===== config.mk =====
export PLATFORM = sky130hd
export DESIGN_NAME = cw_power_and_pga_test_control
export DESIGN_NICKNAME = d
export VERILOG_FILES = /design/src/design/cw_power_test_pkg.sv /design/src/design/cw_reg_store.sv /design/src/design/cw_power_and_pga_test_control.sv
export SDC_FILE = /design/constraint.sdc
export NUM_CORES = 1
export LEC_CHECK = 0
export BUFFER_PORTS_ARGS = -buffer_cell sky130_fd_sc_hd__buf_2
export CAP_MARGIN = 20
export CORE_MARGIN = 3
export CORE_UTILIZATION = 40
export DETAILED_ROUTE_END_ITERATION = 7
export PLACE_DENSITY = 0.61
export RECOVER_POWER = 50
export SYNTH_ARGS = -nofsm -noshare
export SYNTH_HDL_FRONTEND = slang
export SYNTH_SLANG_ARGS = --single-unit

===== constraint.sdc =====
create_clock -name i_clk -period 1.52 [get_ports i_clk]
set_clock_uncertainty 0.2 [all_clocks]
set_input_delay 0.228 -clock i_clk [delete_from_list [all_inputs] [get_ports i_clk]]
set_output_delay 0.228 -clock i_clk [all_outputs]
set_load 0.03 [all_outputs]

===== src/design/cw_power_test_pkg.sv =====
// Constants for the continuous-wave power-down and gain-stage test-control register bank.
// Assumes a single register clock, an active-low asynchronous reset and a plain strobe register port.
// Operation
// - Two eight-bit masks, one for the converters and one for the amplifier chains, power each channel down alone.
// - At reset values every channel's attenuator, gain amplifier and converter stay powered.
// - The test-enable bit, bit 9 of the test register, routes the gain outputs of channels 7 and 8 to the summing pins.
// - Bit 8 of the test register powers the buffer outside power-down, and the routed signals then show at its outputs, else at its inputs.
// - Bits 4 to 0 of the gain register select the buffer feedback, with 0x10 picking the internal 2K resistor.
// - Register contents survive partial and complete power-down, so no reprogramming is needed on wake-up.
`default_nettype none

package cw_power_test_pkg;

  localparam int ADDR_W = 8;
  localparam int DATA_W = 16;
  localparam int CH_N = 8;
  localparam int WORD_N = 4;
  localparam int IDX_W = 2;

  localparam logic [7:0] BUF_GAIN_OFF = 8'h36;
  localparam logic [7:0] TEST_CTRL_OFF = 8'h3B;
  localparam logic [7:0] CONV_MASK_OFF = 8'h40;
  localparam logic [7:0] AMP_MASK_OFF = 8'h41;

  localparam logic [1:0] BUF_GAIN_IDX = 2'h0;
  localparam logic [1:0] TEST_CTRL_IDX = 2'h1;
  localparam logic [1:0] CONV_MASK_IDX = 2'h2;
  localparam logic [1:0] AMP_MASK_IDX = 2'h3;

  localparam int TEST_EN_BIT = 9;
  localparam int BUF_ON_BIT = 8;
  localparam int GAIN_LSB = 0;
  localparam int GAIN_W = 5;
  localparam logic [4:0] GAIN_2K_FEEDBACK = 5'h10;

  localparam logic [15:0] BUF_GAIN_RST = 16'h0000;
  localparam logic [15:0] TEST_CTRL_RST = 16'h0000;
  localparam logic [15:0] CONV_MASK_RST = 16'h0000;
  localparam logic [15:0] AMP_MASK_RST = 16'h0000;

  localparam logic [15:0] FULL_WORD_MASK = 16'hFFFF;
  localparam logic [15:0] CH_MASK_BITS = 16'h00FF;

endpackage

`default_nettype wire


===== src/design/cw_reg_store.sv =====
// Four-word register storage with a registered read port.
// Assumes the caller decodes addresses to word indices and supplies a per-word writable-bit mask.
`default_nettype none

module cw_reg_store (
  input wire logic i_clk,
  input wire logic i_rstn,
  input wire logic i_we,
  input wire logic [cw_power_test_pkg::IDX_W-1:0] i_widx,
  input wire logic [cw_power_test_pkg::DATA_W-1:0] i_wdata,
  input wire logic [cw_power_test_pkg::DATA_W-1:0] i_wmask,
  input wire logic i_re,
  input wire logic [cw_power_test_pkg::IDX_W-1:0] i_ridx,
  output logic [cw_power_test_pkg::DATA_W-1:0] o_rdata,
  output logic [cw_power_test_pkg::WORD_N*cw_power_test_pkg::DATA_W-1:0] o_words
);

  function automatic logic [cw_power_test_pkg::DATA_W-1:0] reset_word(input int idx);
    logic [cw_power_test_pkg::DATA_W-1:0] val;
    val = cw_power_test_pkg::BUF_GAIN_RST;
    if (idx == int'(cw_power_test_pkg::TEST_CTRL_IDX)) begin
      val = cw_power_test_pkg::TEST_CTRL_RST;
    end else if (idx == int'(cw_power_test_pkg::CONV_MASK_IDX)) begin
      val = cw_power_test_pkg::CONV_MASK_RST;
    end else if (idx == int'(cw_power_test_pkg::AMP_MASK_IDX)) begin
      val = cw_power_test_pkg::AMP_MASK_RST;
    end
    return val;
  endfunction

  genvar g;
  generate
    for (g = 0; g < cw_power_test_pkg::WORD_N; g++) begin : g_word
      localparam logic [cw_power_test_pkg::DATA_W-1:0] RST_VAL = reset_word(g);
      logic [cw_power_test_pkg::DATA_W-1:0] word_reg;
      // Only the reset and decoded writes change a word; the power-down inputs never reach the storage.
      always_ff @(posedge i_clk or negedge i_rstn) begin
        if (!i_rstn) begin
          word_reg <= RST_VAL;
        end else if (i_we && (i_widx == cw_power_test_pkg::IDX_W'(g))) begin
          word_reg <= i_wdata & i_wmask;
        end
      end
      assign o_words[g*cw_power_test_pkg::DATA_W +: cw_power_test_pkg::DATA_W] = word_reg;
    end
  endgenerate

  // Read data stand for the one cycle after the strobe and are zero otherwise.
  always_ff @(posedge i_clk or negedge i_rstn) begin
    if (!i_rstn) begin
      o_rdata <= 16'h0000;
    end else if (i_re) begin
      o_rdata <= o_words[int'(i_ridx)*cw_power_test_pkg::DATA_W +: cw_power_test_pkg::DATA_W];
    end else begin
      o_rdata <= 16'h0000;
    end
  end

endmodule

`default_nettype wire


===== src/design/cw_power_and_pga_test_control.sv =====
// Register bank for per-channel continuous-wave power-down and the gain-stage test routing.
// Assumes a master that holds strobes one cycle, never both at once, and reads data the cycle after a read strobe.
//
// Implementation choice: strobed register access.
`default_nettype none

module cw_power_and_pga_test_control (
  input wire logic i_clk,
  input wire logic i_rstn,
  input wire logic [cw_power_test_pkg::ADDR_W-1:0] i_addr,
  input wire logic [cw_power_test_pkg::DATA_W-1:0] i_wdata,
  input wire logic i_wr,
  input wire logic i_rd,
  input wire logic i_partial_pdn,
  input wire logic i_complete_pdn,
  output logic [cw_power_test_pkg::DATA_W-1:0] o_rdata,
  output logic [cw_power_test_pkg::CH_N-1:0] o_converter_channel_off_mask,
  output logic [cw_power_test_pkg::CH_N-1:0] o_amp_chain_channel_off_mask,
  output logic o_test_route_en,
  output logic o_buffer_on,
  output logic [cw_power_test_pkg::GAIN_W-1:0] o_buffer_gain,
  output logic o_route_to_summing_input_pins,
  output logic o_route_to_summing_output_pins
);

  typedef struct packed {
    logic hit;
    logic [cw_power_test_pkg::IDX_W-1:0] idx;
    logic [cw_power_test_pkg::DATA_W-1:0] wmask;
  } decode_t;

  // One decoder serves both the write and the read path, so the two can never disagree on the map.
  function automatic decode_t decode_addr(input logic [cw_power_test_pkg::ADDR_W-1:0] addr);
    decode_t d;
    d.hit = 1'b1;
    d.idx = cw_power_test_pkg::BUF_GAIN_IDX;
    d.wmask = cw_power_test_pkg::FULL_WORD_MASK;
    unique case (addr)
      cw_power_test_pkg::BUF_GAIN_OFF: begin
        d.idx = cw_power_test_pkg::BUF_GAIN_IDX;
      end
      cw_power_test_pkg::TEST_CTRL_OFF: begin
        d.idx = cw_power_test_pkg::TEST_CTRL_IDX;
      end
      cw_power_test_pkg::CONV_MASK_OFF: begin
        d.idx = cw_power_test_pkg::CONV_MASK_IDX;
        d.wmask = cw_power_test_pkg::CH_MASK_BITS;
      end
      cw_power_test_pkg::AMP_MASK_OFF: begin
        d.idx = cw_power_test_pkg::AMP_MASK_IDX;
        d.wmask = cw_power_test_pkg::CH_MASK_BITS;
      end
      default: begin
        d.hit = 1'b0;
      end
    endcase
    return d;
  endfunction

  decode_t dec;
  wire logic wr_hit;
  wire logic rd_hit;
  logic [cw_power_test_pkg::WORD_N*cw_power_test_pkg::DATA_W-1:0] words;

  assign dec = decode_addr(i_addr);
  assign wr_hit = i_wr && dec.hit;
  assign rd_hit = i_rd && dec.hit;

  // An unmapped read returns zero because the store only loads on a decoded hit.
  cw_reg_store u_store (
    .i_clk(i_clk),
    .i_rstn(i_rstn),
    .i_we(wr_hit),
    .i_widx(dec.idx),
    .i_wdata(i_wdata),
    .i_wmask(dec.wmask),
    .i_re(rd_hit),
    .i_ridx(dec.idx),
    .o_rdata(o_rdata),
    .o_words(words)
  );

  wire logic [cw_power_test_pkg::DATA_W-1:0] gain_word;
  wire logic [cw_power_test_pkg::DATA_W-1:0] test_word;
  wire logic [cw_power_test_pkg::DATA_W-1:0] conv_word;
  wire logic [cw_power_test_pkg::DATA_W-1:0] amp_word;

  assign gain_word = words[int'(cw_power_test_pkg::BUF_GAIN_IDX)*cw_power_test_pkg::DATA_W +: cw_power_test_pkg::DATA_W];
  assign test_word = words[int'(cw_power_test_pkg::TEST_CTRL_IDX)*cw_power_test_pkg::DATA_W +: cw_power_test_pkg::DATA_W];
  assign conv_word = words[int'(cw_power_test_pkg::CONV_MASK_IDX)*cw_power_test_pkg::DATA_W +: cw_power_test_pkg::DATA_W];
  assign amp_word = words[int'(cw_power_test_pkg::AMP_MASK_IDX)*cw_power_test_pkg::DATA_W +: cw_power_test_pkg::DATA_W];

  // The power-down inputs only gate the outputs; they are ORed into both off masks and clear the buffer-on bit.
  wire logic any_pdn;
  wire logic test_en;
  wire logic buf_on;
  wire logic [cw_power_test_pkg::CH_N-1:0] conv_off_next;
  wire logic [cw_power_test_pkg::CH_N-1:0] amp_off_next;
  wire logic [cw_power_test_pkg::GAIN_W-1:0] gain_next;

  assign any_pdn = i_partial_pdn || i_complete_pdn;
  assign conv_off_next = conv_word[cw_power_test_pkg::CH_N-1:0] | {cw_power_test_pkg::CH_N{any_pdn}};
  assign amp_off_next = amp_word[cw_power_test_pkg::CH_N-1:0] | {cw_power_test_pkg::CH_N{any_pdn}};
  assign test_en = test_word[cw_power_test_pkg::TEST_EN_BIT];
  assign buf_on = test_word[cw_power_test_pkg::BUF_ON_BIT] && !any_pdn;
  assign gain_next = gain_word[cw_power_test_pkg::GAIN_LSB +: cw_power_test_pkg::GAIN_W];

  always_ff @(posedge i_clk or negedge i_rstn) begin
    if (!i_rstn) begin
      o_converter_channel_off_mask <= 8'h00;
      o_amp_chain_channel_off_mask <= 8'h00;
    end else begin
      o_converter_channel_off_mask <= conv_off_next;
      o_amp_chain_channel_off_mask <= amp_off_next;
    end
  end

  always_ff @(posedge i_clk or negedge i_rstn) begin
    if (!i_rstn) begin
      o_test_route_en <= 1'b0;
      o_buffer_on <= 1'b0;
      o_buffer_gain <= 5'h00;
    end else begin
      o_test_route_en <= test_en;
      o_buffer_on <= buf_on;
      o_buffer_gain <= gain_next;
    end
  end

  always_ff @(posedge i_clk or negedge i_rstn) begin
    if (!i_rstn) begin
      o_route_to_summing_input_pins <= 1'b0;
      o_route_to_summing_output_pins <= 1'b0;
    end else begin
      o_route_to_summing_input_pins <= test_en && !buf_on;
      o_route_to_summing_output_pins <= test_en && buf_on;
    end
  end

endmodule

`default_nettype wire


# Yosys cells after proc, flatten, opt, wreduce, memory -nomap -nowiden
# Cells that the tools add are included.
# totals
ff_bits,105
input_bits,30
output_inout_bits,41
word_cells,42
# op_classes
eq_ne,7
n_shift,1
mux,4
n_bitwise,3
reduce_logical,15
# ops
cell,count
$shiftx A64 B7 Y16,1
$mux W16,2
$and A16 B16 Y16,1
$eq A8 B6 Y1 const B,2
$eq A8 B7 Y1 const B,2
$or A8 B8 Y8,2
$logic_and A1 B1 Y1,9
$pmux W2 S3,1
$eq A2 B2 Y1 const B,2
$reduce_or A4 Y1,1
$eq A2 B1 Y1 const B,1
$logic_not A1 Y1,2
$logic_not A2 Y1,1
$reduce_or A2 Y1,1
$logic_or A1 B1 Y1,1
$mux W1,1

# Depth between registers and ports, before layout
# Gate-level depths: netlist (run 1).
# logic_depth
word_depth,5
depth_mapped,6
mapped_depth_nobuf,4

# Modules after synthesis
# From an unflattened synthesis (run 1), not the netlist that was laid out.
# hier_totals
hier_cells,289
hier_area_um2,4362.9
# by_module_without_submodules
mod,n_inst,cells_per_inst,area_each_um2,seq_area_each_um2
cw_reg_store,1,228,3489.6,2001.9
cw_power_and_pga_test_control,1,61,873.3,625.6

# Least setup slack after synthesis (run 1)
# Ideal clock, no wire load.
# synth_path
path_type,in2reg
start,input port i_addr[1] (netlist bit)
end,register u_store.g_word[2].word_reg[6] (netlist bit)
setup_time_ns,0.125
t_arrival_ns,1.358
required_time_ns,1.195
slack_ns,-0.164
path_stages,6
path_buffers,2
cell_sequence,nor4b_2 and2_1 buf_4 nand3b_4 buf_6 mux2_4
# synth_via
elab_chain_len,5
word_cells_on_any_way,10
classes_between,eq/ne (5); mux (2); reduce/logical (3)
# synth_lines
item,line,source
start: declaration,cw_power_and_pga_test_control.sv:10,"input wire logic [cw_power_test_pkg::ADDR_W-1:0] i_addr,"
$eq A8 B7 Y1 / $eq A8 B6 Y1 (equally long branches),cw_power_and_pga_test_control.sv:38,unique case (addr)
$reduce_or A4 Y1 (no source line),--,
$mux W1,cw_power_and_pga_test_control.sv:38,
$logic_and A1 B1 Y1,cw_power_and_pga_test_control.sv:66,assign wr_hit = i_wr && dec.hit;
$logic_and A1 B1 Y1 *,cw_reg_store.sv:40,end else if (i_we && (i_widx == cw_power_test_pkg::IDX_W'(g))) begin
end signal: assignment,cw_reg_store.sv:41,word_reg <= i_wdata & i_wmask;
end: declaration,cw_reg_store.sv:35,logic [cw_power_test_pkg::DATA_W-1:0] word_reg;
# Every way passes the cells marked *; elsewhere a longest branch is shown, timed or not.
# A chain may end at the register's enable or synchronous reset.

# Final worst setup path (run 1)
# layout_path
start,input port i_addr[1] (netlist bit)
end,register u_store.g_word[3].word_reg[5] (netlist bit)
# layout_via
elab_chain_len,5
word_cells_on_any_way,10
classes_between,eq/ne (5); mux (2); reduce/logical (3)
# layout_lines
item,line
$eq A8 B7 Y1 / $eq A8 B6 Y1 (equally long branches),cw_power_and_pga_test_control.sv:38
$reduce_or A4 Y1 (no source line),--
$mux W1,cw_power_and_pga_test_control.sv:38
$logic_and A1 B1 Y1,cw_power_and_pga_test_control.sv:66
$logic_and A1 B1 Y1 *,cw_reg_store.sv:40
end signal: assignment,cw_reg_store.sv:41
end: declaration,cw_reg_store.sv:35
# Marked as above.

==> results.sh, run 1 <==
export IMPL_status="finished clean"
export IMPL_power_density_nw_per_um2=993
export IMPL_stdcell_count=550
export IMPL_clk_pin_slew_ps=100
export IMPL_setup_viol=0
export IMPL_r2r_start="u_store.g_word[2].word_reg[3]"
export IMPL_n_antenna_cell=0
export IMPL_grt_max_degree=45
export IMPL_crit_fanout=16
export IMPL_ys_warn_count=0
export IMPL_dp_hpwl_um=5970
export IMPL_dpl_worst_slack_ps=-386
export IMPL_grt_antenna_before_repair=0
export IMPL_viasPerCell=4.97
export IMPL_synth_top_area_share_pct=64.3
export IMPL_worstHoldStart="i_partial_pdn"
export IMPL_holdWs_ps=42.8
export IMPL_finalHoldViolCount=0
export IMPL_setup_ws_ps=88.6
export IMPL_start_kind="input port"
export IMPL_synthesis_nets=343
export IMPL_period_needed_ps=1430
export IMPL_fin_area_um2=5100
export IMPL_synthCells=313
export IMPL_nFillCells=872
export IMPL_via_count=2733
export IMPL_post_route_drc_count=0
export IMPL_drt_pass1_iter_count=4
export IMPL_max_slew_margin_pct=49.7
export IMPL_synth_cell_types=30
export IMPL_ys_ff_latch=105
export IMPL_gp_congestion=0.789
export IMPL_core_area_um2=9860
export IMPL_ys_seq_area_share_pct=64.3
export IMPL_routedWlPerCell_um=15.6
export IMPL_syn_area_um2=4090
export IMPL_dp_cells=518
export IMPL_drtAntennaViolNets=0
export IMPL_place_area_um2=4760
export IMPL_wl_um=8600
export IMPL_finalNetCount=443
export IMPL_die_w_um=107
export IMPL_cp_arrival_ps=1490
export IMPL_cap_viol_max_count=0
export IMPL_cts_tree="built"
export IMPL_io_buffer_count=70
export IMPL_track_usage_pct=15.9
export IMPL_cts_max_level=3
export IMPL_fin_total_pwr_mw=5.06
export IMPL_ys_top_cells_by_area="dfrtp_1, mux2_2, a22oi_1"
export IMPL_p_leak_nw=2.56
export IMPL_tightestPinTransition_ps=754
export IMPL_startpoint="i_addr[1]"
export IMPL_cts_path_max_buffers=2
export IMPL_largest_reg_flops=64
export IMPL_insertion_delay_ps=370
export IMPL_syn_avg_cell_area_um2=13.1
export IMPL_finalMaxSlewViolations=0
export IMPL_crit_type="in2reg"
export IMPL_min_path_type="in2reg"
export IMPL_period_share_pct=94.2
export IMPL_ir_drop_v=0.000407
export IMPL_syn_to_final_growth_pct=24.8
export IMPL_cts_setup_buffers=0
export IMPL_cts_root_buffer="clkbuf_8"
export IMPL_dieHeight_um=107
export IMPL_rows=36
export IMPL_synth_top_area_cell="dfrtp_1"
export IMPL_cts_buffers=9
export IMPL_rsz0062_at_grt="no"
export IMPL_ios=71
export IMPL_final_util_pct=51.7
export IMPL_die_area_um2=11500
export IMPL_crit_required_ps=1570
export IMPL_endpoint_kind="flop"
export IMPL_clock_sinks=105
export IMPL_first_iter_violations=110
export IMPL_grt_first_pass_wirelength_um=14100
export IMPL_grt_pass1_vias=2769
export IMPL_drive_gt1_share_pct=37.4
export IMPL_overflow=0
export IMPL_initial_core_util_pct=41.5
export IMPL_fmax_mhz=699
export IMPL_fin_tns_setup_ps=0
==> placed cells by master, fill, tap and decap left out, types with 17 or more instances in the layout <==
cell,count
nand2_1,25
and2_1,17
dfrtp_1,105
dlygate4sd3_1,17
buf_2,69
mux2_2,46
nand3_1,17
==> where the power goes <==
part	internal, mW	total (mW)	switching [mW]
logic	0.174	0.412	0.238
registers	2.88	2.93	0.0457
clock network	0.839	1.72	0.885
total	3.89	5.06	1.17
==> repair_timing <==
action,CTS,global route
endpoints found under the hold margin,153,0
endpoints found under the setup margin,0,13
resized for setup,0,1
hold buffers,17,0
==> critical path, cell delays in order <==
cell and delay, ps:
buf_2 120, nor4b_4 280, and2_2 250, buf_4 170
nand2_4 130, mux2_2 300
==> kinds of logic (layout without fill, tap and decap cells) <==
kind of cell,after synthesis,count (layout),synth area share [%]
muxes,48,48,13.4
AOI/OAI and AO/OA,50,50,7.22
buffers and inverters,18,122,2.11
and+or+nand+nor,92,92,13.0
DFF,105,105,64.3
==> metal layers <==
metal | GRT usage (%) | wire length (um)
met2 | 25.1 | 4130
met5 | 0 | 0
met1 | 21.2 | 3960
met4 | 5.11 | 109
met3 | 4.58 | 407
==> final cells by class <==
type / count / area [um^2] / share of cell area, %
tap: 133 / 166 / 3.26
clock buffer: 12 / 155 / 3.04
multi-input combinational: 190 / 1390 / 27.2
sequential: 105 / 2630 / 51.5
timing repair buffer: 107 / 727 / 14.3
clock inverter: 3 / 40.0 / 0.785
==> synthesized netlist by cell type, drive strengths merged <==
library cell and n:
dfrtp 105, mux2 48, nand2 26, and2 19, nand3 17, o21ai 17
a21oi 16, a22oi 16, or3 16, buf 9, clkbuf 9, nand4 2
nor2b 2, and3 1, and3b 1, and4 1, and4bb 1, nand3b 1
nor2 1, nor3 1, nor3b 1, nor4b 1, nor4bb 1, o211a 1
==> worst paths after layout <==
path | slack, ps | depth (start not counted) | end
min in group asynchronous | 410 | 3 | o_converter_channel_off_mask[1]
min | 40 | 2 | o_converter_channel_off_mask[1]
min reg2reg | 210 | 0 | o_buffer_gain[1]
max in group asynchronous | 200 | 3 | u_store.g_word[0].word_reg[14]
max reg2reg | 240 | 3 | u_store.o_rdata[3]
max | 90 | 6 | u_store.g_word[3].word_reg[5]
Note: power is estimated with default switching activity, not from simulation.
==> inputs of run 2 (changes only) <==
REMOVE_ABC_BUFFERS = 1   (was unset)
==> results.sh, run 2 (synthesized netlist as in run 1, its figures left out) <==
export IMPL_slowest_delay_ps=310
export IMPL_dp_hpwl_um=5870
export IMPL_grt_first_pass_wirelength_um=14500
export IMPL_rsz0062_at_grt="no"
export IMPL_power_density_nw_per_um2=1020
export IMPL_clock_sinks=105
export IMPL_core_area_um2=9860
export IMPL_status="finished clean"
export IMPL_stdcell_count=553
export IMPL_viasPerCell=5.02
export IMPL_cts_buffers=9
export IMPL_period_needed_ps=1450
export IMPL_crit_fanout=16
export IMPL_finalMaxSlewViolations=0
export IMPL_n_antenna_cell=0
export IMPL_crit_end="u_store.g_word[3].word_reg[2]"
export IMPL_cap_viol_max_count=0
export IMPL_min_path_type="in2reg"
export IMPL_grt_antenna_before_repair=0
export IMPL_reg2reg_to="u_store.o_rdata[7]"
export IMPL_crit_required_ps=1560
export IMPL_rows=36
export IMPL_startpoint="i_addr[1]"
export IMPL_holdWs_ps=89.7
export IMPL_dp_cells=520
export IMPL_tightestPinTransition_ps=635
export IMPL_p_leak_nw=2.56
export IMPL_finalNetCount=445
export IMPL_post_route_drc_count=0
export IMPL_gp_congestion=0.814
export IMPL_crit_path_top_delay_cell="nor4b_2"
export IMPL_r2r_start="u_store.g_word[2].word_reg[7]"
export IMPL_wl_um=8910
export IMPL_first_iter_violations=117
export IMPL_die_w_um=107
export IMPL_grt_pass1_vias=2803
export IMPL_cp_arrival_ps=1490
export IMPL_nFillCells=885
export IMPL_path_cells="buf_2 -> nor4b_2 -> and2_2 -> buf_4 -> nand2_4 -> mux2_2"
export IMPL_die_area_um2=11500
export IMPL_finalHoldViolCount=0
export IMPL_ios=71
export IMPL_cts_setup_buffers=0
export IMPL_clk_pin_slew_ps=100
export IMPL_drtAntennaViolNets=0
export IMPL_rr_worst_depth=3
export IMPL_r2r_setup_slack_ps=290
export IMPL_setup_viol=0
export IMPL_cts_path_max_buffers=2
export IMPL_fmax_mhz=692
export IMPL_initial_core_util_pct=41.5
export IMPL_period_share_pct=95.1
export IMPL_via_count=2778
export IMPL_overflow=0
export IMPL_io_buffer_count=70
export IMPL_drive_gt1_share_pct=37.9
export IMPL_syn_to_final_growth_pct=25.6
export IMPL_start_kind="input port"
export IMPL_drt_pass1_iter_count=4
export IMPL_final_util_pct=52.1
export IMPL_ir_drop_v=0.000657
export IMPL_cts_tree="built"
export IMPL_mostFrequentLayoutCells="dfrtp_1, buf_2, mux2_2, nand2_1"
export IMPL_final_common_cell="dfrtp_1"
export IMPL_track_usage_pct=16.4
export IMPL_routedWlPerCell_um=16.1
export IMPL_cts_root_buffer="clkbuf_8"
export IMPL_max_slew_margin_pct=57.7
export IMPL_insertion_delay_ps=350
export IMPL_cts_max_level=3
export IMPL_grt_max_degree=34
export IMPL_endpoint_kind="flop"
export IMPL_crit_type="in2reg"
export IMPL_largest_reg_flops=64
export IMPL_dieHeight_um=107
==> run 2: cell count changes in the layout (fill, tap and decap cells not counted) <==
| cell | delta |
|---|---|
| clkinv_2 | -2 |
| buf_4 | +4 |
| buf_12 | -1 |
| bufinv_16 | +1 |
| clkbuf_4 | -1 |
| buf_6 | +2 |
| nor4b_4 | -1 |
| nor4b_2 | +1 |
| clkbuf_8 | -1 |
| clkbuf_2 | -1 |
| clkinvlp_4 | +1 |
| clkinv_4 | +1 |
==> run 2: metrics by stage <==
| step | worst slack (ps) | power [mW] | area (um^2) | setup TNS (ps) |
|---|---|---|---|---|
| floorplan | -392 | 3.15 | 4000 | -22780 |
| global placement | -297 | 3.37 | 4760 | -13070 |
| detailed placement | -347 | 3.38 | 4760 | -15570 |
| CTS | 33.6 | 5.26 | 5150 | 0 |
| global route | 10.3 | 5.42 | 5130 | 0 |
| finish | 75.0 | 5.22 | 5130 | 0 |
==> run 2: worst min-delay path by stage <==
| stage | start | to | slack (ps) | depth (start not counted) |
|---|---|---|---|---|
| after detailed placement | i_rstn | o_converter_channel_off_mask[7] | -40 | 1 |
| after CTS | i_partial_pdn | o_amp_chain_channel_off_mask[5] | 70 | 2 |
| after floorplan | i_rstn | o_amp_chain_channel_off_mask[0] | -270 | 0 |
| final | i_partial_pdn | o_amp_chain_channel_off_mask[5] | 90 | 2 |
| after global placement | i_rstn | o_converter_channel_off_mask[7] | -40 | 1 |
| after global routing | i_partial_pdn | o_amp_chain_channel_off_mask[5] | 100 | 2 |
==> run 2: layout make-up <==
cell class	instances	area, um^2	share of cell area, %
flip-flops and latches	105	2630	51.2
multi-input cells	190	1380	26.8
repair buffers	109	743	14.5
well taps	133	166	3.24
clock buffers	12	145	2.83
clock inverters	4	76.3	1.49
==> run 2: critical path, delay by kind of cell <==
kind	cells	cell delay, ps
buffers and inverters	2	250
multiplexers	1	310
AND/OR/NAND/NOR	3	700
==> run 2: repair_timing <==
| action | 4_1_cts | 5_1_grt |
|---|---|---|
| resized for setup | 0 | 1 |
| hold endpoints to repair | 153 | 0 |
| endpoints found under the setup margin | 0 | 17 |
| hold buffers | 17 | 0 |
==> run 2: where the power goes <==
| part | internal, mW | switching, mW | leakage [nW] | total, mW |
|---|---|---|---|---|
| clock | 0.978 | 0.898 | 0.107 | 1.88 |
| combinational | 0.180 | 0.235 | 1.06 | 0.415 |
| sequential | 2.88 | 0.0446 | 1.40 | 2.93 |
==> run 2: per-layer routing <==
metal,track usage [%],up-vias,wire length (um)
met4,5.11,0,80
met2,27.9,67,4500
met1,21.0,1393,3910
met3,3.37,7,421
met5,0,-,0
li1,-,1311,-
